`config.mk`:
```
export PLATFORM = sky130hd
export DESIGN_NAME = out_path_cfg
export DESIGN_NICKNAME = d
export VERILOG_FILES = /design/src/out_path_cfg_pkg.sv /design/src/out_path_cfg.sv
export SDC_FILE = /design/constraint.sdc
export NUM_CORES = 1
export LEC_CHECK = 0
export BUFFER_PORTS_ARGS = -buffer_cell sky130_fd_sc_hd__buf_2
export CAP_MARGIN = 5
export CORE_UTILIZATION = 50
export DETAILED_ROUTE_END_ITERATION = 8
export PLACE_DENSITY = 0.77
export SYNTH_ARGS = -nofsm -noshare
export SYNTH_HDL_FRONTEND = slang
export SYNTH_SLANG_ARGS = --single-unit
```
`constraint.sdc`:
```
create_clock -name core_clk_in -period 7.3 [get_ports core_clk_in]
set_input_delay 1.825 -clock core_clk_in [delete_from_list [all_inputs] [get_ports core_clk_in]]
set_output_delay 1.825 -clock core_clk_in [all_outputs]
set_load 0.01 [all_outputs]
```
`src/out_path_cfg_pkg.sv`:
```
// Register map, field positions and reset values of the output path configuration bank
package out_path_cfg_pkg;

  // Register indices as printed; byte address is four times the index
  localparam logic [7:0] IDX_RES_CTRL     = 8'h1b;
  localparam logic [7:0] IDX_LANE_DELAY   = 8'h1e;
  localparam logic [7:0] IDX_PAT_LOW      = 8'h20;
  localparam logic [7:0] IDX_PAT_MID      = 8'h21;
  localparam logic [7:0] IDX_PAT_HIGH     = 8'h22;
  localparam logic [7:0] IDX_PATH_CTRL    = 8'h24;
  localparam logic [7:0] IDX_DECIM_CTRL   = 8'h25;
  localparam logic [7:0] IDX_STATUS       = 8'h30;

  // Field positions
  localparam int RES_EN_BIT     = 7;
  localparam int TWENTY_BIT     = 6;
  localparam int RES_CODE_LSB   = 3;
  localparam int DATA_DEL_LSB   = 2;
  localparam int CLK_DEL_LSB    = 0;
  localparam int SCR_BIT        = 6;
  localparam int AVG_BIT        = 5;
  localparam int SRC_LSB        = 3;
  localparam int DSP_BIT        = 2;
  localparam int DDC_BIT        = 1;
  localparam int MUX_BIT        = 7;
  localparam int RATIO_LSB      = 4;
  localparam int KIND_BIT       = 3;

  // Reset values
  localparam logic [7:0]  RES_CTRL_RST   = 8'h00;
  localparam logic [7:0]  LANE_DELAY_RST = 8'h00;
  localparam logic [19:0] PATTERN_RST    = 20'hffc00;
  localparam logic [7:0]  PATH_CTRL_RST  = 8'h00;
  localparam logic [7:0]  DECIM_CTRL_RST = 8'h00;

  // Resolution codes and resolved widths
  localparam logic [2:0] RES_CODE_18 = 3'h0;
  localparam logic [2:0] RES_CODE_16 = 3'h1;
  localparam logic [2:0] RES_CODE_14 = 3'h2;
  localparam logic [4:0] BITS_20 = 5'h14;
  localparam logic [4:0] BITS_18 = 5'h12;
  localparam logic [4:0] BITS_16 = 5'h10;
  localparam logic [4:0] BITS_14 = 5'h0e;

  // Delay codes
  localparam logic [1:0] DEL_NONE  = 2'h0;
  localparam logic [1:0] DEL_ADV50 = 2'h1;
  localparam logic [1:0] DEL_LAG50 = 2'h2;
  localparam logic [1:0] DEL_LAG100 = 2'h3;
  // Signed delay in 50 ps steps
  localparam logic signed [2:0] STEP_NONE  = 3'sh0;
  localparam logic signed [2:0] STEP_ADV50 = -3'sh1;
  localparam logic signed [2:0] STEP_LAG50 = 3'sh1;
  localparam logic signed [2:0] STEP_LAG100 = 3'sh2;

  // Down-converter input sources
  typedef enum logic [1:0]
  {
    SRC_A   = 2'b00,
    SRC_B   = 2'b01,
    SRC_AVG = 2'b10
  } source_t;

  // Bus slave states
  typedef enum logic [1:0]
  {
    BUS_IDLE = 2'b00,
    BUS_DONE = 2'b01
  } bus_state_t;

endpackage

```
`src/out_path_cfg.sv`:
```
// Output path configuration register bank with Avalon-MM slave
`timescale 1ns/1ns

module out_path_cfg
  import out_path_cfg_pkg::*;
(
  // Clock and reset
  input  wire logic                core_clk_in,
  input  wire logic                reset_in,
  // Avalon-MM slave
  input  wire logic [9:0]          avs_address_in,
  input  wire logic                avs_read_in,
  input  wire logic                avs_write_in,
  input  wire logic [31:0]         avs_writedata_in,
  input  wire logic [3:0]          avs_byteenable_in,
  output logic      [31:0]         avs_readdata_out,
  output logic                     avs_waitrequest_out,
  // Resolved output path controls
  output logic      [4:0]          output_bits_out,
  output logic signed [2:0]        data_lane_delay_out,
  output logic signed [2:0]        data_clock_delay_out,
  output logic      [19:0]         frame_clock_pattern_out,
  output logic                     scrambler_active_out,
  output logic                     channel_average_active_out,
  output logic                     processing_path_active_out,
  output logic                     downconverter_active_out,
  output logic                     decimation_real_out,
  output logic      [2:0]          decimation_ratio_out,
  output logic      [1:0]          downconv0_source_out,
  output logic      [1:0]          downconv1_source_out
);

  //////////////////////////////////////////////////////////////////////////////
  // Register storage
  logic [7:0]  res_ctrl_r;
  logic [7:0]  lane_delay_r;
  logic [19:0] pattern_r;
  logic        scrambler_enable_r;
  logic [7:0]  path_ctrl_r;
  logic [7:0]  decim_ctrl_r;
  bus_state_t  bus_state_r;
  logic [7:0]  idx;
  logic        wr_take;
  logic        rd_take;
  logic        wr_lane0;
  logic [7:0]  wdata;
  logic [7:0]  rdata_nxt;

  // Word index from byte address; only lane 0 carries data
  assign idx      = avs_address_in[9:2];
  assign wdata    = avs_writedata_in[7:0];
  assign wr_take  = avs_write_in && (bus_state_r == BUS_DONE);  // Lands where waitrequest is low
  assign rd_take  = avs_read_in && (bus_state_r == BUS_IDLE);
  assign wr_lane0 = wr_take && avs_byteenable_in[0];

  //////////////////////////////////////////////////////////////////////////////
  // Bus handshake: one wait cycle, request accepted on second edge
  always_ff @(posedge core_clk_in or posedge reset_in)
  begin
    if (reset_in)
      bus_state_r <= BUS_IDLE;
    else
    begin
      case (bus_state_r)
        BUS_IDLE:
          if (avs_read_in || avs_write_in)
            bus_state_r <= BUS_DONE;
        BUS_DONE:
          bus_state_r <= BUS_IDLE;
        default:
          bus_state_r <= BUS_IDLE;
      endcase
    end
  end

  // Waitrequest low only in the completing cycle
  always_ff @(posedge core_clk_in or posedge reset_in)
  begin
    if (reset_in)
      avs_waitrequest_out <= 1'b1;
    else
      avs_waitrequest_out <= !((avs_read_in || avs_write_in) && bus_state_r == BUS_IDLE);
  end

  //////////////////////////////////////////////////////////////////////////////
  // Register writes, stored verbatim for readback except IDX_PAT_HIGH, which keeps only bits 3:0 and SCR_BIT
  always_ff @(posedge core_clk_in or posedge reset_in)
  begin
    if (reset_in)
    begin
      res_ctrl_r   <= RES_CTRL_RST;
      lane_delay_r <= LANE_DELAY_RST;
      pattern_r    <= PATTERN_RST;
      scrambler_enable_r     <= 1'b0;
      path_ctrl_r  <= PATH_CTRL_RST;
      decim_ctrl_r <= DECIM_CTRL_RST;
    end
    else if (wr_lane0)
    begin
      case (idx)
        IDX_RES_CTRL:   res_ctrl_r   <= wdata;
        IDX_LANE_DELAY: lane_delay_r <= wdata;
        IDX_PAT_LOW:    pattern_r[7:0]   <= wdata;
        IDX_PAT_MID:    pattern_r[15:8]  <= wdata;
        IDX_PAT_HIGH:
        begin
          pattern_r[19:16] <= wdata[3:0];
          scrambler_enable_r         <= wdata[SCR_BIT];
        end
        IDX_PATH_CTRL:  path_ctrl_r  <= wdata;
        IDX_DECIM_CTRL: decim_ctrl_r <= wdata;
        default:        ;
      endcase
    end
  end

  //////////////////////////////////////////////////////////////////////////////
  // Read mux; unmapped words read zero
  always_comb
  begin
    rdata_nxt = 8'h00;
    case (idx)
      IDX_RES_CTRL:   rdata_nxt = res_ctrl_r;
      IDX_LANE_DELAY: rdata_nxt = lane_delay_r;
      IDX_PAT_LOW:    rdata_nxt = pattern_r[7:0];
      IDX_PAT_MID:    rdata_nxt = pattern_r[15:8];
      IDX_PAT_HIGH:   rdata_nxt = {1'b0, scrambler_enable_r, 2'b00, pattern_r[19:16]};
      IDX_PATH_CTRL:  rdata_nxt = path_ctrl_r;
      IDX_DECIM_CTRL: rdata_nxt = decim_ctrl_r;
      IDX_STATUS:     rdata_nxt = {1'b0, scrambler_active_out, channel_average_active_out,
                                   output_bits_out};
      default:        rdata_nxt = 8'h00;
    endcase
  end

  // Read data registered at the end of the wait cycle, valid in the completing cycle
  always_ff @(posedge core_clk_in or posedge reset_in)
  begin
    if (reset_in)
      avs_readdata_out <= 32'h0;
    else if (rd_take)
      avs_readdata_out <= {24'h0, rdata_nxt};
  end

  //////////////////////////////////////////////////////////////////////////////
  // Output resolution
  always_ff @(posedge core_clk_in or posedge reset_in)
  begin
    if (reset_in)
      output_bits_out <= BITS_18;
    else if (res_ctrl_r[TWENTY_BIT])
      output_bits_out <= BITS_20;
    else if (res_ctrl_r[RES_EN_BIT] || path_ctrl_r[DSP_BIT])
    begin
      case (res_ctrl_r[RES_CODE_LSB +: 3])
        RES_CODE_16: output_bits_out <= BITS_16;
        RES_CODE_14: output_bits_out <= BITS_14;
        RES_CODE_18: output_bits_out <= BITS_18;
        default:     output_bits_out <= BITS_18;
      endcase
    end
    else
      output_bits_out <= BITS_18;
  end

  // Delay code to signed 50 ps steps
  function automatic logic signed [2:0] delay_steps(input logic [1:0] code);
    case (code)
      DEL_ADV50:  delay_steps = STEP_ADV50;
      DEL_LAG50:  delay_steps = STEP_LAG50;
      DEL_LAG100: delay_steps = STEP_LAG100;
      default:    delay_steps = STEP_NONE;
    endcase
  endfunction

  // Lane and clock delay
  always_ff @(posedge core_clk_in or posedge reset_in)
  begin
    if (reset_in)
    begin
      data_lane_delay_out  <= STEP_NONE;
      data_clock_delay_out <= STEP_NONE;
    end
    else
    begin
      data_lane_delay_out  <= delay_steps(lane_delay_r[DATA_DEL_LSB +: 2]);
      data_clock_delay_out <= delay_steps(lane_delay_r[CLK_DEL_LSB +: 2]);
    end
  end

  // Path enables and pattern
  always_ff @(posedge core_clk_in or posedge reset_in)
  begin
    if (reset_in)
    begin
      frame_clock_pattern_out    <= PATTERN_RST;
      scrambler_active_out       <= 1'b0;
      channel_average_active_out <= 1'b0;
      processing_path_active_out <= 1'b0;
      downconverter_active_out   <= 1'b0;
      decimation_real_out        <= 1'b0;
      decimation_ratio_out       <= 3'h0;
    end
    else
    begin
      frame_clock_pattern_out    <= pattern_r;
      scrambler_active_out       <= scrambler_enable_r && path_ctrl_r[DSP_BIT];
      channel_average_active_out <= path_ctrl_r[AVG_BIT];
      processing_path_active_out <= path_ctrl_r[DSP_BIT];
      downconverter_active_out   <= path_ctrl_r[DDC_BIT];
      decimation_real_out        <= decim_ctrl_r[KIND_BIT];
      decimation_ratio_out       <= decim_ctrl_r[RATIO_LSB +: 3];
    end
  end

  // Down-converter input routing
  always_ff @(posedge core_clk_in or posedge reset_in)
  begin
    if (reset_in)
    begin
      downconv0_source_out <= SRC_A;
      downconv1_source_out <= SRC_B;
    end
    else if (!decim_ctrl_r[MUX_BIT])
    begin
      downconv0_source_out <= SRC_A;
      downconv1_source_out <= SRC_B;
    end
    else
    begin
      case (path_ctrl_r[SRC_LSB +: 2])
        2'h1:
        begin
          downconv0_source_out <= SRC_A;
          downconv1_source_out <= SRC_A;
        end
        2'h2:
        begin
          downconv0_source_out <= SRC_B;
          downconv1_source_out <= SRC_B;
        end
        2'h3:
        begin
          downconv0_source_out <= SRC_AVG;
          downconv1_source_out <= SRC_AVG;
        end
        default:
        begin
          downconv0_source_out <= SRC_A;
          downconv1_source_out <= SRC_B;
        end
      endcase
    end
  end
endmodule

```
# --- Word-level counts from Yosys, hierarchy flattened ---
# Cells that the tools add are included.
op_classes:
  addsub: 0
  n_eq_ne: 21
  n_reduce_logical: 16
  n_shift: 0
  n_div: 0
  n_mux: 12
  order_cmp: 0
  mul: 0
  n_bitwise: 0
op_table:
  columns: ["cell", "count"]
  rows:
  - ["$pmux W8 S8", 1]
  - ["$eq A8 B6 Y1 const B", 6]
  - ["$pmux W3 S3", 2]
  - ["$eq A8 B5 Y1 const B", 2]
  - ["$reduce_and A2 Y1", 7]
  - ["$eq A2 B2 Y1 const B", 6]
  - ["$mux W5", 2]
  - ["$pmux W5 S2", 1]
  - ["$eq A2 B1 Y1 const B", 4]
  - ["$mux W2", 4]
  - ["$pmux W2 S2", 2]
  - ["$logic_and A1 B1 Y1", 5]
  - ["$eq A3 B1 Y1 const B", 1]
  - ["$eq A3 B2 Y1 const B", 1]
  - ["$logic_not A2 Y1", 1]
  - ["$logic_or A1 B1 Y1", 2]
  - ["$ne A2 B2 Y1 const B", 1]
  - ["$logic_not A1 Y1", 1]
totals:
  wordCells: 72
  ram_bits: 0
  register_bits: 107
  latchBits: 0
  mem_count: 0
  output_inout_bits: 76
  mem_bits_ro: 0

# --- Logic depth before layout (Yosys ltp) ---
# Gate-level depths: netlist (run 1).
logic_depth:
  ltp_word: 4
  depth_mapped: 7

# --- Worst setup path before layout (run 1) ---
# Ideal clock, no wire load.
synth_timing:
  path_type: "input -> register"
  startpoint: "in avs_address_in[9]"
  endpoint: "reg pattern_r[0]"
  path_stages: 4
  t_required_ns: 7.175
  setup_slack_ns: 4.051
  n_path_buf: 0
  arrival_ns: 3.124
  path_cell_list: "nor4b_4 nand3b_4 nor3_4 mux2_2"
synth_between:
  elab_chain_cells: 2
synth_rtl:
  columns: ["element", "line_no", "rtl"]
  rows:
  - ["start: declaration", "out_path_cfg.sv:11", "input wire logic [9:0] avs_address_in,"]
  - ["$eq A8 B6 Y1", "out_path_cfg.sv:100", "case (idx)"]
  - ["$reduce_and A2 Y1 (no line)", null, null]
  - ["end signal: assignment", "out_path_cfg.sv:103", "IDX_PAT_LOW: pattern_r[7:0] <= wdata;"]
  - ["end: declaration", "out_path_cfg.sv:37", "logic [19:0] pattern_r;"]
# No other way between the ends.
# A chain may end at the register's enable or synchronous reset.

# --- Final worst setup path (run 1) ---
layout_timing:
  startpoint: "in avs_address_in[2]"
  endpoint: "reg pattern_r[9]"
# The elaborated chain is that of the path after synthesis.

==> reports/metrics.cfg, run 1 <==
[power]
power_frac_comb=0.056
clockPowerShare=0.373
netSwitchingFraction=0.2319
intPower_mw=0.7951
seqPwrFrac=0.571
vdd_drop_max_mv=0.09029
power_density_mw_per_mm2=209.1
leakagePower_nw=2.572
finalPower_mw=1.035
power.switching_mw=0.2401

[global_route]
grt.total_usage=0.2125
antenna_found_initial=0
grt_pass1_wl_um=13940
grt_pass1_vias=2597
grt_max_degree=76
overflow=0

[detailed_routing]
ant_nets=0
routedLengthMet1_um=3933
routed_wl_um=8882
firstDrtPassIters=4
drc_errors=0
wl_met2_um=4235
drtIter0Drc=209
vias=2724
wl_per_cell_um=17.69
routed.top_layer=met4
via_per_inst=5.426
wl_met3_um=553

[timing]
fmax_ghz=0.2719
finClkSkew_ns=0.009743
finalWorstSetupSlack_ns=3.622
drv_slew=0
finalHoldViolCount=0
holdWs_ns=0.3782
tightest_slew_ns=0.8947
max-slew-margin-rel=0.4023
fin_tns_setup_ns=0
period_needed_ns=3.678
finalSetupViolCount=0
finalCritPeriodShare=0.5039
rsz0062_at_grt=no

[worst_setup_path]
reg2reg_slack_ns=5.44
reg2reg_depth=4
timing.rr.start=bus_state_r[0]$_DFFE_PP0P_
setup.worst_path.end_class=flip-flop
required_ns=7.57
path_class=input pin to flip-flop
rr_endpoint=pattern_r[9]$_DFFE_PP0P_
cp_max_fo=12
cp.arrival_ns=3.94
critPathLaunchType=input pin

[clock_tree]
clock-sinks=104
holdBufCountCts=0
clk_pin_slew_ns=0.09
post-cts-setup-buffers=0
clock_path_buffers=2
root_buffer=clkbuf_8
post_cts_resized=0
cts_tree=done
h-tree-depth=3
numCtsBuffers=9
insertion_delay_ns=0.38

[placement]
postPlaceCellArea_mm2=0.004732
post-dp-hpwl_um=6228
globalplace.congestion=0.8248
placed_cells_incl_taps=486
dp_slack_ns=3.230
io_buffers=71

[logic_synthesis]
syn_area_mm2=0.004374
synth_cells=318
synth_top_area_cell=dfrtp_1
ys_seq_area_frac=0.6018
synth.distinct_cells=50
synth-main-ff-cell=dfrtp_1
synth_seq_cells=104
yosysMostFrequentCell=dfrtp_1
synth_area_leaders=dfrtp_1, mux2_2, dfstp_2, buf_4, a22oi_1
synth_top_area_share=0.4577
synth_edf_count=0
synth_common_cells=dfrtp_1, mux2_2, buf_4
avgSynthCellArea_um2=13.76
yosysWarnings=0
async_flop_share=1.000

[worst_hold_path]
hold_path_class=flip-flop to flip-flop
whs_path_depth=0
hold_start=pattern_r[11]$_DFFE_PP1P_
whs_endpoint=frame_clock_pattern_out[11]$_DFF_PP1_

[run]
maxCapViolations=0

[layout]
final_cells=502
drive_gt1_frac=0.4736
fin_nets=446
utilization=0.5935
diodes=0
fin_area_mm2=0.004950
num-fill-cells=674
area_growth_pct=13.16

[die]
ios=126
rows=33
die_area_mm2=0.009126
die_x_um=95.53
initial_utilization=0.5245
die_h_um=95.53
core_mm2=0.008341

[outcome]
status=complete, no violations

==> routing by layer <==
layer  vias to the layer above  track usage
met3                        11      0.03828
met4                         0       0.1007
met2                       106       0.3113
li1                       1236            -
met5                         -            0
met1                      1371       0.3070
==> worst max path at each step <==
stage | startpoint | end | slack (ns) | depth (start not counted)
4_1_cts | avs_address_in[2] | pattern_r[9]$_DFFE_PP0P_ | 3.64 | 5
2_1_floorplan | reset_in | avs_readdata_out[0]$_DFFE_PP0P_ | 2.78 | 1
5_1_grt | avs_address_in[2] | pattern_r[9]$_DFFE_PP0P_ | 3.52 | 5
6_report | avs_address_in[2] | pattern_r[9]$_DFFE_PP0P_ | 3.62 | 5
3_3_place_gp | avs_address_in[2] | pattern_r[8]$_DFFE_PP0P_ | 3.26 | 5
3_5_place_dp | avs_address_in[2] | pattern_r[8]$_DFFE_PP0P_ | 3.23 | 5
==> worst max-delay path, stage by stage <==
cell	delay, ns
buf_2	0.28
nor2b_1	0.77
nand2_1	0.14
nor2_2	0.53
mux2_2	0.40
==> cell usage in the layout (no fill, tap or decap), drive strengths merged, types with 3 or more instances in the layout <==
cell type  count
buf           73
and2           3
ha             4
nand2         15
dfstp         24
inv            9
conb          25
a22oi          9
a22o           5
nor3           5
o21ai          5
mux2i          5
or2            3
nor2          17
mux2          58
a32oi          3
clkbuf         9
dfrtp         80
nand3          4
==> state kept, by name, indices dropped and copies added (netlist names) <==
signal / count
decimation_real_out: 1
path_ctrl_r: 8
downconverter_active_out: 1
decim_ctrl_r: 8
pattern_r: 20
decimation_ratio_out: 3
lane_delay_r: 8
downconv1_source_out: 1
output_bits_out: 4
processing_path_active_out: 1
avs_readdata_out: 8
data_lane_delay_out: 3
channel_average_active_out: 1
data_clock_delay_out: 3
scrambler_enable_r: 1
scrambler_active_out: 1
res_ctrl_r: 8
downconv0_source_out: 2
frame_clock_pattern_out: 20
avs_waitrequest_out: 1
bus_state_r: 1
==> kinds of logic (layout without fill, tap and decap cells) <==
logic type	count (synthesis)	in the layout	synth area share
flops	104	104	0.6018
mux	63	63	0.1608
simple gates	63	63	0.09011
buf+inv	42	97	0.06093
compound gates	41	41	0.07408
fa+ha+maj	4	4	0.01144
other cells	1	25	0.0008573
==> power groups by stage <==
stage | Combinational, mW | Clock [mW] | Sequential (mW)
floorplan | 0.0443 | 0 | 0.603
global placement | 0.0576 | 0 | 0.601
detailed placement | 0.0588 | 0 | 0.602
CTS | 0.0590 | 0.394 | 0.591
global route | 0.0657 | 0.419 | 0.592
finish | 0.0583 | 0.386 | 0.591
==> area by class of cell <==
| class | instances | area (µm²) | area share |
|---|---|---|---|
| clock buffers | 9 | 123.9 | 0.02503 |
| clock inverters | 7 | 93.84 | 0.01896 |
| inverters | 8 | 32.53 | 0.006572 |
| multi-input cells | 196 | 1565 | 0.3162 |
| flip-flops and latches | 104 | 2633 | 0.5318 |
| well taps | 105 | 131.4 | 0.02654 |
| repair buffers | 73 | 370.4 | 0.07482 |
Note: power is estimated with default switching activity, not from simulation.
==> run 2, diff against run 1 <==
--- a/config.mk
+++ b/config.mk
@@ -5,11 +5,12 @@
 export SDC_FILE = /design/constraint.sdc
 export NUM_CORES = 1
 export LEC_CHECK = 0
+export ABC_AREA = 1
 export BUFFER_PORTS_ARGS = -buffer_cell sky130_fd_sc_hd__buf_2
 export CAP_MARGIN = 5
-export CORE_UTILIZATION = 50
+export CORE_UTILIZATION = 47
 export DETAILED_ROUTE_END_ITERATION = 8
-export PLACE_DENSITY = 0.77
+export PLACE_DENSITY = 0.76
 export SYNTH_ARGS = -nofsm -noshare
 export SYNTH_HDL_FRONTEND = slang
 export SYNTH_SLANG_ARGS = --single-unit
==> constraint.sdc (replaced) <==
create_clock -name core_clk_in -period 3.3 [get_ports core_clk_in]
set_input_delay 0.825 -clock core_clk_in [delete_from_list [all_inputs] [get_ports core_clk_in]]
set_output_delay 0.825 -clock core_clk_in [all_outputs]
set_load 0.01 [all_outputs]
==> run 2 against run 1 <==
  * Worst hold slack lost 0.0099 ns
  * Non-clock buffer count grew 1
  * Global-route usage shrank 1.6 points
  * Sequential share of layout area is 1.9 points lower
  * Core utilization is 4.6 points lower
  * Via count is 22% higher
  * Flip-flop and latch count did not move
  * Critical path type unchanged
==> reports/metrics.cfg, run 2 <==
[clock_tree]
holdBufCountCts=0
h-tree-depth=3
post_cts_resized=0
clock_path_buffers=2
cts_tree=done
post-cts-setup-buffers=0
clock-sinks=104
clk_pin_slew_ns=0.09
numCtsBuffers=9
root_buffer=clkbuf_8
insertion_delay_ns=0.37

[worst_setup_path]
critical-path-top-delay-family=simple AND/OR/NAND/NOR gates
rr_endpoint=decim_ctrl_r[1]$_DFFE_PP0P_
worstPathCellList=buf_2 > inv_1 > nand2_2 > nor2_4 > buf_4 > nand2_2 > nor2_4 > nand2_1 > o21a_1
reg2reg_depth=5
timing.rr.start=bus_state_r[0]$_DFFE_PP0P_
path_class=input pin to flip-flop
reg2reg_slack_ns=1.94
required_ns=3.56
cp_max_fo=21
setup.worst_path.end_class=flip-flop
slowest_delay_ns=0.48
crit_buf_inv=3
critPathLaunchType=input pin
crit_slowest_cell=nor2_4
cp.arrival_ns=2.31

[die]
die_h_um=100.8
ios=126
rows=35
die_x_um=100.8
core_mm2=0.009371
die_area_mm2=0.01017
initial_utilization=0.4900

[detailed_routing]
routed_wl_um=9401
ant_nets=0
wl_per_cell_um=13.93
firstDrtPassIters=5
drc_errors=0
drtIter0Drc=254
via_per_inst=4.929
vias=3327

[timing]
finalSetupViolCount=0
drv_slew=0
finClkSkew_ns=0.01154
rsz0062_at_grt=no
fmax_ghz=0.4877
finalHoldViolCount=0
max-slew-margin-rel=0.5969
finalWorstSetupSlack_ns=1.249
tightest_slew_ns=0.6032
finalCritPeriodShare=0.6214
fin_tns_setup_ns=0
period_needed_ns=2.051

[worst_hold_path]
whs_path_depth=0
whs_endpoint=frame_clock_pattern_out[15]$_DFF_PP1_
hold_path_class=flip-flop to flip-flop
hold_start=pattern_r[15]$_DFFE_PP1P_

[logic_synthesis]
synth-main-ff-cell=dfrtp_1
synth_edf_count=0
synth_top_area_share=0.4360
yosysWarnings=0
synth.distinct_cells=25
yosysMostFrequentCell=nand2_1
synth_top_area_cell=dfrtp_1
synth_cells=470
avgSynthCellArea_um2=9.770
synth_area_leaders=dfrtp_1, dfstp_2, nand2_1, nand3_1, buf_4
syn_area_mm2=0.004592
synth_common_cells=nand2_1, dfrtp_1, nand3_1
synth_seq_cells=104
async_flop_share=1.000
ys_seq_area_frac=0.5733

[global_route]
grt_pass1_vias=2931
antenna_found_initial=0
grt_max_degree=105
overflow=0
grt.total_usage=0.1961
grt_pass1_wl_um=14840

[power]
power.switching_mw=0.5350
netSwitchingFraction=0.2231
clockPowerShare=0.393
leakagePower_nw=2.696
vdd_drop_max_mv=0.3135
seqPwrFrac=0.549
power_frac_comb=0.058
power_density_mw_per_mm2=467.3
intPower_mw=1.863

[layout]
fin_nets=595
final_cell_mix=nand2_1, dfrtp_1, buf_2
area_growth_pct=11.74
diodes=0
largestRegisters=frame_clock_pattern_out: 20 flops, pattern_r: 20 flops
final_common_cell=nand2_1
utilization=0.5475
drive_gt1_frac=0.2637

[placement]
io_buffers=71
post-dp-hpwl_um=6568
dp_slack_ns=0.9062
globalplace.congestion=0.8685

[run]
maxCapViolations=0

[outcome]
status=complete, no violations

-- run 2: metal layers --
metal,global-route usage,vias up,part of all wire
met5,0,-,0
met4,0.06355,0,0.016
met3,0.04230,15,0.056
met2,0.3240,109,0.49
met1,0.2586,1610,0.44
li1,-,1593,-
-- run 2: how the worst max path moves through the flow --
stage                            from                              end  cells past startpoint
floorplan                    reset_in  avs_readdata_out[0]$_DFFE_PP0P_                      1
global placement    avs_address_in[8]   scrambler_enable_r$_DFFE_PP0P_                      9
detailed placement  avs_address_in[8]   scrambler_enable_r$_DFFE_PP0P_                      9
CTS                 avs_address_in[8]   scrambler_enable_r$_DFFE_PP0P_                      9
global route        avs_address_in[8]   scrambler_enable_r$_DFFE_PP0P_                      9
finish              avs_address_in[8]   scrambler_enable_r$_DFFE_PP0P_                      9
-- run 2: cell families after synthesis --
group,after synthesis,synth area share
adder cells (fa/ha/maj),4,0.01090
AO/OA/AOI/OAI,54,0.06567
other,1,0.0008167
AND/OR/NAND/NOR,235,0.2450
buffers and inverters,72,0.1044
flip-flops,104,0.5733
-- run 2: power groups by stage --
stage | logic [mW] | clock network, mW | registers (mW)
finish | 0.139 | 0.942 | 1.32
global route | 0.157 | 1.01 | 1.32
CTS | 0.141 | 0.962 | 1.32
detailed placement | 0.140 | 0 | 1.34
global placement | 0.136 | 0 | 1.34
floorplan | 0.111 | 0 | 1.34
-- run 2: metrics by stage --
stage          cells  hold WS, ns  instance area, µm²  power (mW)
2_1_floorplan    494       0.3540                4686       1.454
3_3_place_gp     659       0.3581                4886       1.476
3_5_place_dp     659       0.3594                4886       1.481
4_1_cts          675       0.3651                5131       2.420
5_1_grt          675       0.3734                5131       2.482
6_report         675       0.3683                5131       2.398
-- run 2: layout make-up --
cell class	instances	area, µm²
flip-flops and latches	104	2633
fillers	849	4240
clock buffers	11	141.4
repair buffers	74	390.4
multi-input cells	318	1570
inverters	34	131.4
well taps	129	161.4
clock inverters	5	103.9
==> run 3, diff against run 2 <==
--- a/config.mk
+++ b/config.mk
@@ -8,9 +8,9 @@
 export ABC_AREA = 1
 export BUFFER_PORTS_ARGS = -buffer_cell sky130_fd_sc_hd__buf_2
 export CAP_MARGIN = 5
-export CORE_UTILIZATION = 47
+export CORE_UTILIZATION = 50
 export DETAILED_ROUTE_END_ITERATION = 8
-export PLACE_DENSITY = 0.76
+export PLACE_DENSITY = 0.77
 export SYNTH_ARGS = -nofsm -noshare
 export SYNTH_HDL_FRONTEND = slang
 export SYNTH_SLANG_ARGS = --single-unit
==> constraint.sdc (replaced) <==
create_clock -name core_clk_in -period 1.9 [get_ports core_clk_in]
set_input_delay 0.475 -clock core_clk_in [delete_from_list [all_inputs] [get_ports core_clk_in]]
set_output_delay 0.475 -clock core_clk_in [all_outputs]
set_load 0.01 [all_outputs]
==> run 3 against run 2 <==
  * The run now ends with design-rule violations left
  * Total power increased by 70%
  * Register-to-register slack got worse by 1.4 ns
  * Critical path depth decreased by 8
  * Via count increased by 1.5%
  * Clock power increased by 62%
  * Sequential power increased by 73%
==> reports/metrics.cfg, run 3 (synthesis gave the netlist of run 2 again) <==
[layout]
multi_input_area_mm2=0.001570
fin_area_mm2=0.005196
num-fill-cells=780
final_cell_mix=nand2_1, dfrtp_1, buf_2
largestRegisters=frame_clock_pattern_out: 20 flops, pattern_r: 20 flops
diodes=0
area_growth_pct=13.16
utilization=0.5901
fin_nets=605
final-seq-area_mm2=0.002633
drive_gt1_frac=0.2788
final_common_cell=nand2_1

[clock_tree]
cts_tree=done
holdBufCountCts=0
clock-sinks=104
root_buffer=clkbuf_8
post-cts-setup-buffers=0
post_cts_resized=0
clock_path_buffers=2
h-tree-depth=3
insertion_delay_ns=0.37
numCtsBuffers=9
clk_pin_slew_ns=0.10

[worst_setup_path]
slowest_delay_ns=0.54
worstPathCellList=buf_2
reg2reg_depth=5
cp-startpoint=output_bits_out[4]$_DFF_PP1_
crit_slowest_cell=dfstp_2
cp_max_fo=2
required_ns=1.42
rr_endpoint=decim_ctrl_r[5]$_DFFE_PP0P_
critical-path-top-delay-family=flip-flops
timing.rr.start=bus_state_r[0]$_DFFE_PP0P_
critPathLaunchType=flip-flop
crit_buf_inv=1
reg2reg_slack_ns=0.53
setup.worst_path.end_class=primary output
path_class=flip-flop to primary output
cp.arrival_ns=1.03
crit_cells=1

[timing]
finalHoldViolCount=0
finalSetupViolCount=0
finalCritPeriodShare=0.7937
period_needed_ns=1.508
fmax_ghz=0.6631
rsz0062_at_grt=no
drv_slew=0
fin_tns_setup_ns=0
tightest_slew_ns=0.5249
finClkSkew_ns=0.01022
max-slew-margin-rel=0.6493

[detailed_routing]
drtIter0Drc=191
wl_per_cell_um=14.70
ant_nets=0
firstDrtPassIters=6
drc_errors=12
routed_wl_um=9760
vias=3376
via_per_inst=5.084

[placement]
io_buffers=71
post-dp-hpwl_um=7048
globalplace.congestion=0.9012
postPlaceCellArea_mm2=0.004972

[global_route]
grt_pass1_vias=3317
overflow=0
grt_pass1_wl_um=16190
grt.total_usage=0.2204
antenna_found_initial=0
grt_max_degree=44

[outcome]
status=complete, but fails checks
violations=design-rule violations

[die]
rows=34
die_x_um=97.83
core_mm2=0.008806
die_area_mm2=0.009571
initial_utilization=0.5215
die_h_um=97.83
ios=126

[worst_hold_path]
hold_path_class=input pin to asynchronous set/reset pin

[power]
leakagePower_nw=2.750
finalPower_mw=4.082
vdd_drop_max_mv=0.7073
power_density_mw_per_mm2=785.7

[run]
maxCapViolations=0

==> run 3: cell types whose count changed in the layout (fill, tap and decap cells not counted) <==
| cell | delta |
|---|---|
| buf_12 | +3 |
| buf_4 | +7 |
| bufinv_16 | -1 |
| clkbuf_1 | -1 |
| clkbuf_8 | -1 |
| clkinv_4 | +1 |
| inv_6 | +2 |
==> run 3: worst max-delay path by stage <==
stage	end	slack [ns]
floorplan	avs_readdata_out[0]$_DFFE_PP0P_	0.20
global placement	decim_ctrl_r[1]$_DFFE_PP0P_	0.22
detailed placement	scrambler_enable_r$_DFFE_PP0P_	0.17
CTS	output_bits_out[4]	0.38
global route	output_bits_out[4]	0.36
finish	output_bits_out[4]	0.39
==> run 3: per-stage QoR <==
step	hold slack (ns)	setup slack, ns	std cells
global route	0.1530	0.3555	664
global placement	0.3567	0.2186	648
detailed placement	0.3602	0.1692	648
floorplan	0.3540	0.1990	494
CTS	0.1401	0.3779	664
finish	0.1347	0.3919	664
==> run 3: per-layer routing <==
metal	track usage	part of all wire
met4	0.07343	0.021
met1	0.2891	0.43
met5	0	0
met3	0.06371	0.062
met2	0.3532	0.48
==> run 3: final cells by class <==
type | count | share of cell area
Clock buffer | 9 | 0.02384
Multi-Input combinational cell | 318 | 0.3022
Clock inverter | 7 | 0.01926
Sequential cell | 104 | 0.5066
Tap cell | 108 | 0.02601
Timing Repair Buffer | 84 | 0.09680
Inverter | 34 | 0.02528
==> run 3: power breakdown <==
part           leakage (nW)  internal, mW  switching [mW]
Combinational          1.27        0.0738           0.189
Sequential             1.36          2.26          0.0242
Clock                 0.115         0.756           0.777
Total                  2.75          3.09           0.990
